$ cat src/hdl/twa_pkg.sv
// Purpose: Shared constants and types for the three-wire bus arbitration link
// Assumes: Single clock domain, active-low bus pins
// Notes: Both ends and the interface use these names
package twa_pkg;
  // ----------------------------------------
  // Arbitration states
  // ----------------------------------------
  typedef enum logic [1:0] {
    ST_RESET    = 2'b00,
    ST_IMPLICIT = 2'b01,
    ST_EXPLICIT = 2'b10,
    ST_EXTERNAL = 2'b11
  } twa_state_t;

  // ----------------------------------------
  // Arbiter states
  // ----------------------------------------
  typedef enum logic [1:0] {
    AR_OTHER  = 2'b00,
    AR_GAP    = 2'b01,
    AR_DEVICE = 2'b10
  } twa_arb_t;

  // ----------------------------------------
  // Widths, reset values and timing counts
  // ----------------------------------------
  localparam int ADDR_WIDTH = 32;
  localparam int BEAT_WIDTH = 2;
  localparam logic PIN_NEGATED = 1'b1;
  localparam logic PIN_ASSERTED = 1'b0;
  localparam int GAP_CYCLES = 1;
  localparam int OTHER_HOLD_CYCLES = 4;
endpackage

$ cat src/hdl/twa_link_if.sv
// Purpose: Pins between the processor end and the external arbiter end
// Assumes: Strobe and arbitration pins active low, output enables active high, sampled on clk_sys
// Notes: Shared strobes are carried as separate value and output enable signals
`timescale 1ns/10ps
interface twa_link_if;
  // Arbitration pins
  logic busRequestN;
  logic busBusyN;
  logic busGrantN;
  // Shared strobes and address, three-state at the device
  logic transferStartOut;
  logic transferStartOe;
  logic addrStrobeOut;
  logic addrStrobeOe;
  logic [twa_pkg::ADDR_WIDTH-1:0] addrOut;
  logic addrOe;
  // Termination from the addressed slave
  logic transferAckN;

  modport device_end (
    output busRequestN, busBusyN, transferStartOut, transferStartOe,
    output addrStrobeOut, addrStrobeOe, addrOut, addrOe,
    input busGrantN, transferAckN
  );
  modport arbiter_end (
    input busRequestN, busBusyN, transferAckN,
    output busGrantN
  );
endinterface

$ cat src/hdl/twa_device_end.sv
// Purpose: Processor end of three-wire bus arbitration with a simple cycle engine
// Assumes: Core holds coreRequest and its address until coreStart pulses
// Notes: A cycle spans burstBeats+1 acknowledges; bus error also ends it
`timescale 1ns/10ps
module twa_device_end #(
  parameter int ADDR_WIDTH = twa_pkg::ADDR_WIDTH,
  parameter int BEAT_WIDTH = twa_pkg::BEAT_WIDTH
) (
  // Clock and resets
  input wire logic clk_sys,
  input wire logic reset_n,
  input wire logic watchdogReset,
  // Link
  twa_link_if.device_end link,
  // Core side
  input wire logic coreRequest,
  input wire logic [ADDR_WIDTH-1:0] coreAddr,
  input wire logic [BEAT_WIDTH-1:0] burstBeats,
  input wire logic busError,
  output logic coreStart,
  output logic coreDone,
  output twa_pkg::twa_state_t arbState
);
  // ----------------------------------------
  // State
  // ----------------------------------------
  twa_pkg::twa_state_t next_arbState;
  logic inCycle, next_inCycle;
  logic [BEAT_WIDTH-1:0] beatsLeft, next_beatsLeft;
  logic [ADDR_WIDTH-1:0] addrHold, next_addrHold;
  logic requestN, next_requestN;
  logic busyN, next_busyN;
  logic startPinN, next_startPinN;
  logic strobePinN, next_strobePinN;
  logic drive, next_drive;
  logic next_coreStart;
  logic next_coreDone;
  logic granted;
  logic endOfCycle;
  logic startNow;

  function automatic logic isAsserted(input logic pinN);
    isAsserted = (pinN == twa_pkg::PIN_ASSERTED);
  endfunction

  // Only grant, own request and own transfer state steer arbitration
  assign granted = isAsserted(link.busGrantN);
  // Normal termination of the last beat, or a bus error on any beat, ends the cycle
  assign endOfCycle = inCycle && (busError || (isAsserted(link.transferAckN) && beatsLeft == '0));

  // ----------------------------------------
  // Next-state logic
  // ----------------------------------------
  always_comb
  begin
    next_arbState = arbState;
    startNow = 1'b0;
    case (arbState)
      twa_pkg::ST_RESET:
      begin
        next_arbState = granted ? twa_pkg::ST_IMPLICIT : twa_pkg::ST_EXTERNAL;
      end
      twa_pkg::ST_IMPLICIT, twa_pkg::ST_EXTERNAL:
      begin
        if (!granted)
        begin
          next_arbState = twa_pkg::ST_EXTERNAL;
        end
        else if (coreRequest)
        begin
          // Grant seen at this edge, cycle opens after it
          next_arbState = twa_pkg::ST_EXPLICIT;
          startNow = 1'b1;
        end
        else
        begin
          next_arbState = twa_pkg::ST_IMPLICIT;
        end
      end
      twa_pkg::ST_EXPLICIT:
      begin
        if (!granted && (!inCycle || endOfCycle))
        begin
          next_arbState = twa_pkg::ST_EXTERNAL;
        end
        else if (granted && coreRequest && (!inCycle || endOfCycle) && !coreStart)
        begin
          startNow = 1'b1;
        end
      end
      default:
      begin
        next_arbState = twa_pkg::ST_RESET;
      end
    endcase
  end

  always_comb
  begin
    next_inCycle = inCycle;
    next_beatsLeft = beatsLeft;
    next_addrHold = addrHold;
    next_coreDone = endOfCycle;
    next_coreStart = startNow;
    next_startPinN = twa_pkg::PIN_NEGATED;
    if (endOfCycle)
    begin
      next_inCycle = 1'b0;
    end
    else if (inCycle && isAsserted(link.transferAckN))
    begin
      next_beatsLeft = beatsLeft - 1'b1;
    end
    if (startNow)
    begin
      next_inCycle = 1'b1;
      next_beatsLeft = burstBeats;
      next_addrHold = coreAddr;
      next_startPinN = twa_pkg::PIN_ASSERTED;
    end
    // Request stands until the start; the core may drop it any time
    next_requestN = (coreRequest && !startNow) ? twa_pkg::PIN_ASSERTED : twa_pkg::PIN_NEGATED;
    next_strobePinN = next_inCycle ? twa_pkg::PIN_ASSERTED : twa_pkg::PIN_NEGATED;
    next_drive = (next_arbState == twa_pkg::ST_EXPLICIT);
    next_busyN = next_drive ? twa_pkg::PIN_ASSERTED : twa_pkg::PIN_NEGATED;
  end

  // ----------------------------------------
  // Registers and pins
  // ----------------------------------------
  always_ff @(posedge clk_sys or negedge reset_n)
  begin
    if (!reset_n)
    begin
      arbState <= twa_pkg::ST_RESET;
      inCycle <= 1'b0;
      beatsLeft <= '0;
      addrHold <= '0;
      requestN <= twa_pkg::PIN_NEGATED;
      busyN <= twa_pkg::PIN_NEGATED;
      startPinN <= twa_pkg::PIN_NEGATED;
      strobePinN <= twa_pkg::PIN_NEGATED;
      drive <= 1'b0;
      coreStart <= 1'b0;
      coreDone <= 1'b0;
    end
    else if (watchdogReset)
    begin
      arbState <= twa_pkg::ST_RESET;
      inCycle <= 1'b0;
      beatsLeft <= '0;
      requestN <= twa_pkg::PIN_NEGATED;
      busyN <= twa_pkg::PIN_NEGATED;
      startPinN <= twa_pkg::PIN_NEGATED;
      strobePinN <= twa_pkg::PIN_NEGATED;
      drive <= 1'b0;
      coreStart <= 1'b0;
      coreDone <= 1'b0;
    end
    else
    begin
      arbState <= next_arbState;
      inCycle <= next_inCycle;
      beatsLeft <= next_beatsLeft;
      addrHold <= next_addrHold;
      requestN <= next_requestN;
      busyN <= next_busyN;
      startPinN <= next_startPinN;
      strobePinN <= next_strobePinN;
      drive <= next_drive;
      coreStart <= next_coreStart;
      coreDone <= next_coreDone;
    end
  end

  // Request and busy are never released to high impedance
  assign link.busRequestN = requestN;
  assign link.busBusyN = busyN;
  assign link.transferStartOut = startPinN;
  assign link.transferStartOe = drive;
  assign link.addrStrobeOut = strobePinN;
  assign link.addrStrobeOe = drive;
  assign link.addrOut = addrHold;
  assign link.addrOe = drive;
endmodule

$ cat src/flat_wrapper.sv
// flat-port wrapper written by rule: the top's interface ports become plain ports
module twa_device_end_flat 
#(
  parameter int ADDR_WIDTH = twa_pkg::ADDR_WIDTH,
  parameter int BEAT_WIDTH = twa_pkg::BEAT_WIDTH
)
  (clk_sys, reset_n, watchdogReset, coreRequest, coreAddr, burstBeats, busError, coreStart, coreDone, arbState, link_busRequestN, link_busBusyN, link_transferStartOut, link_transferStartOe, link_addrStrobeOut, link_addrStrobeOe, link_addrOut, link_addrOe, link_busGrantN, link_transferAckN);
  twa_link_if link_i ();
  input wire logic clk_sys;
  input wire logic reset_n;
  input wire logic watchdogReset;
  input wire logic coreRequest;
  input wire logic [ADDR_WIDTH-1:0] coreAddr;
  input wire logic [BEAT_WIDTH-1:0] burstBeats;
  input wire logic busError;
  output logic coreStart;
  output logic coreDone;
  output twa_pkg::twa_state_t arbState;
  output wire logic [$bits(link_i.busRequestN)-1:0] link_busRequestN;
  output wire logic [$bits(link_i.busBusyN)-1:0] link_busBusyN;
  output wire logic [$bits(link_i.transferStartOut)-1:0] link_transferStartOut;
  output wire logic [$bits(link_i.transferStartOe)-1:0] link_transferStartOe;
  output wire logic [$bits(link_i.addrStrobeOut)-1:0] link_addrStrobeOut;
  output wire logic [$bits(link_i.addrStrobeOe)-1:0] link_addrStrobeOe;
  output wire logic [$bits(link_i.addrOut)-1:0] link_addrOut;
  output wire logic [$bits(link_i.addrOe)-1:0] link_addrOe;
  input wire logic [$bits(link_i.busGrantN)-1:0] link_busGrantN;
  input wire logic [$bits(link_i.transferAckN)-1:0] link_transferAckN;
  assign link_busRequestN = link_i.busRequestN;
  assign link_busBusyN = link_i.busBusyN;
  assign link_transferStartOut = link_i.transferStartOut;
  assign link_transferStartOe = link_i.transferStartOe;
  assign link_addrStrobeOut = link_i.addrStrobeOut;
  assign link_addrStrobeOe = link_i.addrStrobeOe;
  assign link_addrOut = link_i.addrOut;
  assign link_addrOe = link_i.addrOe;
  assign link_i.busGrantN = link_busGrantN;
  assign link_i.transferAckN = link_transferAckN;
  twa_device_end #(.ADDR_WIDTH(ADDR_WIDTH), .BEAT_WIDTH(BEAT_WIDTH)) u_core (.clk_sys(clk_sys), .reset_n(reset_n), .watchdogReset(watchdogReset), .link(link_i), .coreRequest(coreRequest), .coreAddr(coreAddr), .burstBeats(burstBeats), .busError(busError), .coreStart(coreStart), .coreDone(coreDone), .arbState(arbState));
endmodule
$ cat config.mk
export PLATFORM = sky130hd
export DESIGN_NAME = twa_device_end_flat
export DESIGN_NICKNAME = d
export VERILOG_FILES = /design/src/hdl/twa_pkg.sv /design/src/hdl/twa_link_if.sv /design/src/hdl/twa_device_end.sv /design/src/flat_wrapper.sv
export SDC_FILE = /design/constraint.sdc
export NUM_CORES = 1
export LEC_CHECK = 0
export ABC_CLOCK_PERIOD_IN_PS = 1640
export BUFFER_PORTS_ARGS = -buffer_cell sky130_fd_sc_hd__buf_2
export CORE_UTILIZATION = 42
export DETAILED_ROUTE_END_ITERATION = 16
export HOLD_SLACK_MARGIN = 0.02
export PLACE_DENSITY = 0.86
export SLEW_MARGIN = 20
export SYNTH_ARGS = -nofsm -noshare
export SYNTH_HDL_FRONTEND = slang
export SYNTH_SLANG_ARGS = --single-unit
$ cat constraint.sdc
create_clock -name clk_sys -period 1.64 [get_ports clk_sys]
set_input_delay 0.328 -clock clk_sys [delete_from_list [all_inputs] [get_ports clk_sys]]
set_output_delay 0.328 -clock clk_sys [all_outputs]
set_load 0.01 [all_outputs]
==> flow_metrics.env, run 1 <==
export IMPL_slew_headroom_pct=64.32
export IMPL_holdBufCountCts=0
export IMPL_total_power_w=0.003093
export IMPL_cts_htree_levels=2
export IMPL_synth_yosys_warnings=0
export IMPL_pre_cts_ws_ps=-202.7
export IMPL_drt_antenna_violating_nets=0
export IMPL_finalCoreUtilization_pct=64.04
export IMPL_die_width_um=68.72
export IMPL_cp_cell_sequence="inv_2, ha_4, nand2b_4, a21o_4, a21oi_4, buf_6, buf_12, mux2_4"
export IMPL_synth_seq_cells=44
export IMPL_cellLeakagePower_nw=1.353
export IMPL_slew_viol_final=0
export IMPL_worstPathMaxFanout=6
export IMPL_fin_nets=268
export IMPL_drt_wl_total_um=4114
export IMPL_grt_max_degree=45
export IMPL_max_clock_path_buffers=2
export IMPL_async_reset_ff_share_pct=100.0
export IMPL_crit_path_end_kind="flop"
export IMPL_fin_crit_sh_pct=106.6
export IMPL_postSynth_topFlopCell="sky130_fd_sc_hd__dfrtp_1"
export IMPL_cts_root_buf="sky130_fd_sc_hd__clkbuf_8"
export IMPL_top_level_ports=84
export IMPL_fin_crit_ps=1748
export IMPL_flow_area_growth_from_synthesis_pct=41.97
export IMPL_number_of_antenna_repair_diodes=0
export IMPL_globalplace_congestion=0.8117
export IMPL_sequential_cell_area_um2=1106
export IMPL_timing_fmax_ghz=0.5720
export IMPL_routed_wl_per_cell_um=14.85
export IMPL_cts_sink_count=44
export IMPL_drc_errors=0
export IMPL_worst_setup_path_start_kind="flop"
export IMPL_cts_reportedPaths_clkPinSlew_ps=80
export IMPL_cp_data_arrival_time_ps=1920
export IMPL_cap_violations=0
export IMPL_design_core_area_um2=4144
export IMPL_timing_final_hold_violations=0
export IMPL_path_class="reg -> reg"
export IMPL_post_synthesis_cells=118
export IMPL_status="complete, but fails checks"
export IMPL_drt_pass1_iter_count=4
export IMPL_clkLatencyLatePin_ps=280
export IMPL_vdd_ir_drop_worst_v=0.0006673
export IMPL_buffers_added_on_ports=83
export IMPL_n_fill_cell=330
export IMPL_crit_path_max_incr_delay_ps=390
export IMPL_first_global_vias=1328
export IMPL_synthesis_area_um2=1869
export IMPL_unrepaired_setup_endpoints_after_global_routing="yes"
export IMPL_final_design_area_no_fill_um2=2654
export IMPL_cpMaxStageDelayCell="sky130_fd_sc_hd__dfrtp_1"
export IMPL_synth_net_count=160
export IMPL_finalSetupViolCount=32
export IMPL_core_rowCount=23
export IMPL_kind_of_path_behind_the_tightest_hold_check="in -> async"
export IMPL_mean_instance_size_in_the_synthesized_netlist_um2=15.84
export IMPL_drive_above_1_share_pct=70.04
export IMPL_cts_inserted_buffers=5
export IMPL_setup_ws_ps=-108.2
export IMPL_ys_types=28
export IMPL_placed_area_um2=2435
export IMPL_hpwlAfterDp_um=2814
export IMPL_floorplan_initialDensity_pct=45.11
export IMPL_worst_pin_slew_ps=535.2
export IMPL_tritoncts="done"
export IMPL_via_per_inst=4.758
export IMPL_cp_required_ps=1810
export IMPL_synth_yosys_seq_area_share_pct=59.17
export IMPL_multiInputGateArea_um2=729.5
export IMPL_vertical_die_dimension_um=68.72
export IMPL_floorplan_die_area_um2=4722
export IMPL_failed_checks="negative setup slack"
export IMPL_antenna_found_initial=0
export IMPL_routed_vias=1318
export IMPL_hold_slack_ps=108.2
export IMPL_p_per_area_nw_per_um2=1166
export IMPL_gr_usage_all_layers_pct=18.61
export IMPL_detail_route_iter0_violations=47
export IMPL_synth_edf_count=0
export IMPL_grt_pass1_wl_um=6210
export IMPL_clock_skew_ps=9.009
export IMPL_grt_overflow_total=0
power by group:
| group | internal [W] | switching, W |
|---|---|---|
| Sequential | 0.00133 | 0.000141 |
| Clock | 0.000344 | 0.000333 |
| Combinational | 0.000561 | 0.000385 |
| Total | 0.00223 | 0.000860 |
layout by cell type (no fill, tap or decap), drive strengths merged:
master and n:
buf 107, dfrtp 40, mux2 32, clkbuf 8, inv 7, a21oi 6
dfstp 4, nand2 2, mux2i 2, nor2 2, nor3 2, nand2b 2
nor2b 1, o32ai 1, nand3 1, nand4bb 1, a21o 1, and2 1
a31oi 1, and3 1, nand3b 1, nor4b 1, xnor2 1, a211oi 1
ha 1
kinds of logic (layout without fill, tap and decap cells):
| kind of cell | Yosys count | count (layout) | synth area share (%) |
|---|---|---|---|
| AOI/OAI and AO/OA | 10 | 10 | 3.883 |
| and+or+nand+nor | 15 | 15 | 4.954 |
| adders and majority gates | 1 | 1 | 0.6692 |
| DFF | 44 | 44 | 59.17 |
| buffers and inverters | 13 | 122 | 4.886 |
| xor gates and xnor gates | 1 | 1 | 0.4686 |
| muxes | 34 | 34 | 25.97 |
metrics by stage:
stage	TNS, ps	cells
after floorplan	-3324	118
after global placement	-2003	262
after detailed placement	-4177	262
after CTS	-5736	276
after global routing	-4039	277
final	-2229	277
metal layers:
metal  share of wire (%)  global-route usage, %
met4                0.97                  5.102
met3                 4.3                  4.112
met1                  43                  23.55
met2                  52                  31.99
met5                   0                      0
cells in the mapped netlist, types with 2 or more instances:
library cell | n | area (um^2)
sky130_fd_sc_hd__dfrtp_1 | 40 | 1001
sky130_fd_sc_hd__mux2_4 | 28 | 420.4
sky130_fd_sc_hd__inv_1 | 7 | 26.28
sky130_fd_sc_hd__a21oi_1 | 5 | 25.02
sky130_fd_sc_hd__dfstp_2 | 4 | 105.1
sky130_fd_sc_hd__mux2_2 | 4 | 45.04
sky130_fd_sc_hd__buf_8 | 3 | 45.04
sky130_fd_sc_hd__buf_4 | 2 | 15.01
sky130_fd_sc_hd__mux2i_1 | 2 | 20.02
sky130_fd_sc_hd__nand2_1 | 2 | 7.510
sky130_fd_sc_hd__nand2b_1 | 2 | 12.51
sky130_fd_sc_hd__nor2_1 | 2 | 7.510
sky130_fd_sc_hd__nor3_1 | 2 | 10.01
final cells by class:
| type | count | area share [%] |
|---|---|---|
| clock buffer | 8 | 3.395 |
| timing repair buffer | 107 | 24.09 |
| sequential | 44 | 41.68 |
| multi-input combinational | 61 | 27.49 |
| tap | 50 | 2.357 |
| inverter | 7 | 0.9901 |
state kept, by name (all words and copies together) (netlist names):
name and cells:
u_core.arbState 2, u_core.beatsLeft 2, u_core.coreDone 1, u_core.coreStart 1, u_core.inCycle 1, u_core.link.addrOe 1
u_core.link.addrOut 32, u_core.link.addrStrobeOut 1, u_core.link.busBusyN 1, u_core.link.busRequestN 1, u_core.link.transferStartOut 1
worst paths after layout:
kind                                                     start                                  end  slack, ps  depth (start not counted)
max                            u_core.beatsLeft[1]$_DFFE_PN0P_  u_core.link.addrOut[29]$_DFFE_PN0P_       -110                          8
min                                                    reset_n  u_core.link.addrOut[20]$_DFFE_PN0P_        110                          2
max reg2reg                    u_core.beatsLeft[1]$_DFFE_PN0P_  u_core.link.addrOut[29]$_DFFE_PN0P_       -110                          8
min reg2reg                u_core.link.addrOut[20]$_DFFE_PN0P_  u_core.link.addrOut[20]$_DFFE_PN0P_        520                          1
max in group asynchronous                              reset_n  u_core.link.addrStrobeOut$_DFF_PN1_       1150                          2
min in group clk_sys                              coreAddr[30]  u_core.link.addrOut[30]$_DFFE_PN0P_        270                          2
critical path: cells and delay by family, from the launching register on:
| kind | cells | cell delay, ps |
|---|---|---|
| adders and majority gates | 1 | 150 |
| DFF | 1 | 390 |
| buffers and inverters | 3 | 370 |
| AOI/OAI and AO/OA | 2 | 380 |
| and+or+nand+nor | 1 | 60 |
| muxes | 1 | 300 |
what timing repair did:
item                                    in CTS  in global routing
resized for setup                           11                  6
endpoints found under the setup margin      32                 35
pin swaps                                    3                  2
setup buffers                                5                  2
cloned                                       2                  0
No activity file was read; power rests on OpenSTA's default activity.
==> run 2, diff against run 1 <==
--- a/config.mk
+++ b/config.mk
@@ -5,9 +5,9 @@
 export SDC_FILE = /design/constraint.sdc
 export NUM_CORES = 1
 export LEC_CHECK = 0
-export ABC_CLOCK_PERIOD_IN_PS = 1640
+export ABC_CLOCK_PERIOD_IN_PS = 2000
 export BUFFER_PORTS_ARGS = -buffer_cell sky130_fd_sc_hd__buf_2
-export CORE_UTILIZATION = 42
+export CORE_UTILIZATION = 46
 export DETAILED_ROUTE_END_ITERATION = 16
 export HOLD_SLACK_MARGIN = 0.02
 export PLACE_DENSITY = 0.86
==> constraint.sdc (replaced) <==
create_clock -name clk_sys -period 2 [get_ports clk_sys]
set_input_delay 0.4 -clock clk_sys [delete_from_list [all_inputs] [get_ports clk_sys]]
set_output_delay 0.4 -clock clk_sys [all_outputs]
set_load 0.01 [all_outputs]
==> flow_metrics.env, run 2 (same netlist as run 1, synthesis figures left out) <==
export IMPL_die_width_um=65.75
export IMPL_number_of_antenna_repair_diodes=0
export IMPL_sequentialPowerShare_pct=46.9
export IMPL_grt_overflow_total=0
export IMPL_drt_wl_total_um=3198
export IMPL_reg2reg_slack_ps=140
export IMPL_routed_vias=1210
export IMPL_cts_reportedPaths_clkPinSlew_ps=80
export IMPL_slew_viol_final=0
export IMPL_n_fill_cell=276
export IMPL_fin_nets=248
export IMPL_holdBufCountCts=0
export IMPL_globalplace_congestion=0.8108
export IMPL_netSwitchingPower_w=0.0006760
export IMPL_buffers_added_on_ports=83
export IMPL_power_report_internal_total_w=0.001867
export IMPL_power_frac_clock_pct=26.0
export IMPL_switching_share_pct=26.59
export IMPL_drt_pass1_iter_count=4
export IMPL_sequential_cell_area_um2=1106
export IMPL_finalCoreUtilization_pct=64.53
export IMPL_p_per_area_nw_per_um2=1045
export IMPL_fin_crit_ps=1858
export IMPL_top_level_ports=84
export IMPL_detail_route_iter0_violations=24
export IMPL_drt_antenna_violating_nets=0
export IMPL_grt_pass1_wl_um=5257
export IMPL_crit_path_start="u_core.beatsLeft[0]$_DFFE_PN0P_"
export IMPL_multiInputGateArea_um2=671.9
export IMPL_routed_wl_per_cell_um=12.54
export IMPL_status="complete, no violations"
export IMPL_vertical_die_dimension_um=65.75
export IMPL_path_class="reg -> reg"
export IMPL_cts_root_buf="sky130_fd_sc_hd__clkbuf_8"
export IMPL_cts_sink_count=44
export IMPL_core_rowCount=22
export IMPL_clkLatencyLatePin_ps=290
export IMPL_slew_headroom_pct=63.82
export IMPL_via_per_inst=4.745
export IMPL_total_power_w=0.002543
export IMPL_worstPathMaxFanout=13
export IMPL_setup_total_negative_slack_ps=0
export IMPL_floorplan_die_area_um2=4322
export IMPL_tritoncts="done"
export IMPL_post_cts_buffers=0
export IMPL_finalSetupViolCount=0
export IMPL_timing_rr_start="u_core.beatsLeft[0]$_DFFE_PN0P_"
export IMPL_grt_max_degree=25
export IMPL_largest_register_ffs=32
export IMPL_cellLeakagePower_nw=1.234
export IMPL_design_core_area_um2=3771
export IMPL_timing_fmax_ghz=0.5381
export IMPL_cts_resized_gates=0
export IMPL_timing_final_hold_violations=0
export IMPL_drc_errors=0
export IMPL_cts_htree_levels=2
export IMPL_fin_crit_sh_pct=92.91
export IMPL_vdd_ir_drop_worst_v=0.0006616
export IMPL_layout_cells_most_common_list="83 x sky130_fd_sc_hd__buf_2, 40 x sky130_fd_sc_hd__dfrtp_1, 28 x sky130_fd_sc_hd__mux2_4"
export IMPL_antenna_found_initial=0
export IMPL_clock_skew_ps=3.859
export IMPL_worst_r2r_cell_count=7
export IMPL_hpwlAfterDp_um=2493
export IMPL_first_global_vias=1196
export IMPL_drive_above_1_share_pct=65.22
export IMPL_flow_area_growth_from_synthesis_pct=30.19
export IMPL_cp_required_ps=2180
export IMPL_worst_setup_path_start_kind="flop"
export IMPL_gr_usage_all_layers_pct=16.64
export IMPL_kind_of_path_behind_the_tightest_hold_check="in -> async"
export IMPL_layout_cells_most_common="sky130_fd_sc_hd__buf_2"
export IMPL_floorplan_initialDensity_pct=49.57
export IMPL_worst_pin_slew_ps=535.1
export IMPL_unrepaired_setup_endpoints_after_global_routing="no"
export IMPL_max_clock_path_buffers=2
export IMPL_cp_data_arrival_time_ps=2040
export IMPL_crit_path_end_kind="flop"
export IMPL_comb_power_share_pct=27.2
export IMPL_cap_violations=0
export IMPL_cts_inserted_buffers=5
run 2: cell types whose count changed in the layout (fill, tap and decap cells not counted), moves of 2 or more:
cell,previous run,this run
sky130_fd_sc_hd__inv_1,5,7
sky130_fd_sc_hd__inv_2,2,0
sky130_fd_sc_hd__mux2_4,31,28
sky130_fd_sc_hd__clkbuf_1,2,0
sky130_fd_sc_hd__buf_6,3,0
sky130_fd_sc_hd__buf_4,19,3
sky130_fd_sc_hd__mux2_2,1,4
run 2: power by group through the flow:
stage / registers (W) / clock network [W] / logic (W)
after global routing: 0.00122 / 0.000714 / 0.000751
after global placement: 0.00121 / 0 / 0.000680
after CTS: 0.00120 / 0.000679 / 0.000704
final: 0.00119 / 0.000660 / 0.000691
after detailed placement: 0.00120 / 0 / 0.000707
after floorplan: 0.00130 / 0 / 0.000316
run 2: routing by layer:
layer / GRT usage (%) / vias up / share of wire [%]
li1: - / 579 / -
met1: 21.71 / 565 / 45
met2: 24.62 / 62 / 46
met3: 6.424 / 4 / 7.6
met4: 6.793 / 0 / 0.91
met5: 0 / - / 0
run 2: per-stage QoR:
step | hold WS [ps] | instances | instance area, um^2 | worst slack [ps]
6_report | 50.64 | 255 | 2434 | 141.7
3_3_place_gp | 380.6 | 247 | 2322 | 128.3
3_5_place_dp | 390.7 | 247 | 2322 | 106.4
5_1_grt | 85.66 | 255 | 2434 | 26.15
4_1_cts | 64.17 | 255 | 2434 | 123.4
2_1_floorplan | 104.4 | 118 | 1869 | 218.9
run 2: worst max-delay path: stages, from the launching register on:
cell and delay (ps):
sky130_fd_sc_hd__dfrtp_1 390, sky130_fd_sc_hd__inv_1 70, sky130_fd_sc_hd__ha_1 170, sky130_fd_sc_hd__nand2b_1 120, sky130_fd_sc_hd__a21o_2 240, sky130_fd_sc_hd__a21oi_4 160
sky130_fd_sc_hd__buf_4 270, sky130_fd_sc_hd__mux2_4 320
run 2: layout make-up:
class                           count  share of cell area, %
Timing Repair Buffer               87                  18.82
Multi-Input combinational cell     61                  27.61
Clock buffer                        5                  2.828
Tap cell                           48                  2.468
Sequential cell                    44                  45.45
Clock inverter                      3                  1.748
Inverter                            7                  1.080
run 2: path summary, 6_finish.rpt:
kind | end
max in group asynchronous | u_core.link.addrOut[23]$_DFFE_PN0P_
worst max register to register | u_core.link.addrOut[12]$_DFFE_PN0P_
worst max-delay path | u_core.link.addrOut[12]$_DFFE_PN0P_
worst min-delay path | u_core.link.addrOut[29]$_DFFE_PN0P_
min in group clk_sys | u_core.link.addrOut[28]$_DFFE_PN0P_
worst min register to register | u_core.link.addrOut[29]$_DFFE_PN0P_
==> run 3, diff against run 2 <==
--- a/config.mk
+++ b/config.mk
@@ -8,6 +8,7 @@
 export ABC_CLOCK_PERIOD_IN_PS = 2000
 export BUFFER_PORTS_ARGS = -buffer_cell sky130_fd_sc_hd__buf_2
 export CORE_UTILIZATION = 46
+export CTS_BUF_LIST = sky130_fd_sc_hd__clkbuf_16
 export DETAILED_ROUTE_END_ITERATION = 16
 export HOLD_SLACK_MARGIN = 0.02
 export PLACE_DENSITY = 0.86
==> flow_metrics.env, run 3 (same netlist as run 1, synthesis figures left out) <==
export IMPL_p_per_area_nw_per_um2=1118
export IMPL_grtUsageMet1_pct=21.83
export IMPL_worst_r2r_cell_count=7
export IMPL_layout_cells_most_common_list="83 x sky130_fd_sc_hd__buf_2, 40 x sky130_fd_sc_hd__dfrtp_1, 28 x sky130_fd_sc_hd__mux2_4"
export IMPL_grt_pass1_wl_um=5306
export IMPL_drt_pass1_iter_count=4
export IMPL_unrepaired_setup_endpoints_after_global_routing="no"
export IMPL_post_cts_buffers=0
export IMPL_critPathTopFamily="compound AO/OA/AOI/OAI gates"
export IMPL_clkLatencyLatePin_ps=280
export IMPL_kind_of_path_behind_the_tightest_hold_check="in -> async"
export IMPL_grt_most_used_layer="met2"
export IMPL_floorplan_initialDensity_pct=49.57
export IMPL_cp_data_arrival_time_ps=2010
export IMPL_globalplace_congestion=0.8108
export IMPL_placed_area_um2=2322
export IMPL_cts_htree_levels=2
export IMPL_number_of_antenna_repair_diodes=0
export IMPL_crit_path_start="u_core.beatsLeft[0]$_DFFE_PN0P_"
export IMPL_status="complete, no violations"
export IMPL_grt_overflow_total=0
export IMPL_worstPathMaxFanout=13
export IMPL_cts_inserted_buffers=5
export IMPL_timing_final_hold_violations=0
export IMPL_cp_cell_sequence="inv_1, ha_1, nand2b_1, a21o_2, a21oi_4, buf_4, mux2_4"
export IMPL_cts_reportedPaths_clkPinSlew_ps=60
export IMPL_cpMaxStageDelayCell="sky130_fd_sc_hd__dfrtp_1"
export IMPL_cts_resized_gates=0
export IMPL_fin_crit_ps=1854
export IMPL_setup_ws_ps=145.8
export IMPL_slew_headroom_pct=63.85
export IMPL_gr_usage_all_layers_pct=16.60
export IMPL_drive_above_1_share_pct=65.22
export IMPL_routed_wl_per_cell_um=12.65
export IMPL_finalCoreUtilization_pct=66.03
export IMPL_antenna_found_initial=0
export IMPL_die_width_um=65.75
export IMPL_vertical_die_dimension_um=65.75
export IMPL_design_core_area_um2=3771
export IMPL_clock_skew_ps=4.047
export IMPL_top_level_ports=84
export IMPL_timing_rr_start="u_core.beatsLeft[0]$_DFFE_PN0P_"
export IMPL_hpwlAfterDp_um=2493
export IMPL_buffers_added_on_ports=83
export IMPL_cts_sink_count=44
export IMPL_flow_area_growth_from_synthesis_pct=33.20
export IMPL_globalRouteMet2Util_pct=25.13
export IMPL_gr_usage_met3_pct=4.861
export IMPL_routed_vias=1215
export IMPL_cts_root_buf="sky130_fd_sc_hd__clkbuf_16"
export IMPL_layout_cells_most_common="sky130_fd_sc_hd__buf_2"
export IMPL_final_design_area_no_fill_um2=2490
export IMPL_slew_viol_final=0
export IMPL_fin_nets=248
export IMPL_drt_wl_total_um=3227
export IMPL_critical_path_depth=7
export IMPL_largest_register_ffs=32
export IMPL_instances_no_fill=255
export IMPL_path_class="reg -> reg"
export IMPL_core_rowCount=22
export IMPL_vdd_ir_drop_worst_v=0.0008616
export IMPL_crit_path_end_kind="flop"
export IMPL_timing_fmax_ghz=0.5393
export IMPL_detail_route_iter0_violations=37
export IMPL_grt_max_degree=25
export IMPL_tritoncts="done"
export IMPL_cellLeakagePower_nw=1.260
export IMPL_holdBufCountCts=0
export IMPL_drt_antenna_violating_nets=0
export IMPL_crit_path_max_incr_delay_ps=380
export IMPL_cp_required_ps=2160
export IMPL_timing_critical_path_buf_inv=2
export IMPL_finalSetupViolCount=0
export IMPL_numPlacedInstances=247
export IMPL_first_global_vias=1222
export IMPL_fin_crit_sh_pct=92.71
export IMPL_via_per_inst=4.765
export IMPL_worst_pin_slew_ps=534.8
export IMPL_cap_violations=0
export IMPL_max_clock_path_buffers=2
export IMPL_setup_total_negative_slack_ps=0
export IMPL_drc_errors=0
export IMPL_pre_cts_ws_ps=106.4
export IMPL_worst_setup_path_start_kind="flop"
export IMPL_floorplan_die_area_um2=4322
## run 3: cell counts in the layout (fill, tap and decap cells not counted)
Identical to the previous run, type by type.
## run 3: routing by layer
layer | share of wire (%) | routed length [um] | vias up
met1 | 45 | 1439 | 571
li1 | - | - | 580
met5 | 0 | 0 | -
met4 | 1.4 | 44 | 0
met3 | 7.3 | 234 | 6
met2 | 47 | 1508 | 58
## run 3: path summary, 6_finish.rpt
path                                                             to  slack [ps]
worst max-delay path            u_core.link.addrOut[12]$_DFFE_PN0P_         150
min in group clk_sys            u_core.link.addrOut[28]$_DFFE_PN0P_         350
worst min register to register  u_core.link.addrOut[29]$_DFFE_PN0P_         510
max in group asynchronous        u_core.link.addrOut[8]$_DFFE_PN0P_        1440
worst max register to register  u_core.link.addrOut[12]$_DFFE_PN0P_         150
worst min-delay path            u_core.link.addrOut[29]$_DFFE_PN0P_          70
## run 3: power by group
part / total (W) / switching, W / internal (W) / leakage (nW)
Clock: 0.000897 / 0.000312 / 0.000586 / 0.0798
Combinational: 0.000692 / 0.000284 / 0.000409 / 0.650
Sequential: 0.00119 / 0.000104 / 0.00109 / 0.529
## run 3: per-stage QoR
step / hold slack (ps) / power [W]
global route: 116.8 / 0.002920
finish: 72.28 / 0.002784
floorplan: 104.4 / 0.001615
CTS: 91.56 / 0.002819
detailed placement: 390.7 / 0.001909
global placement: 380.6 / 0.001890
## run 3: final cells by class
cell class                 instances  area (um^2)
fill                             272         1281
sequential                        44         1106
multi-input combinational         61        671.9
timing repair buffer              87        457.9
clock buffer                       5        125.1
tap                               48        60.06
clock inverter                     3        42.54
inverter                           7        26.28
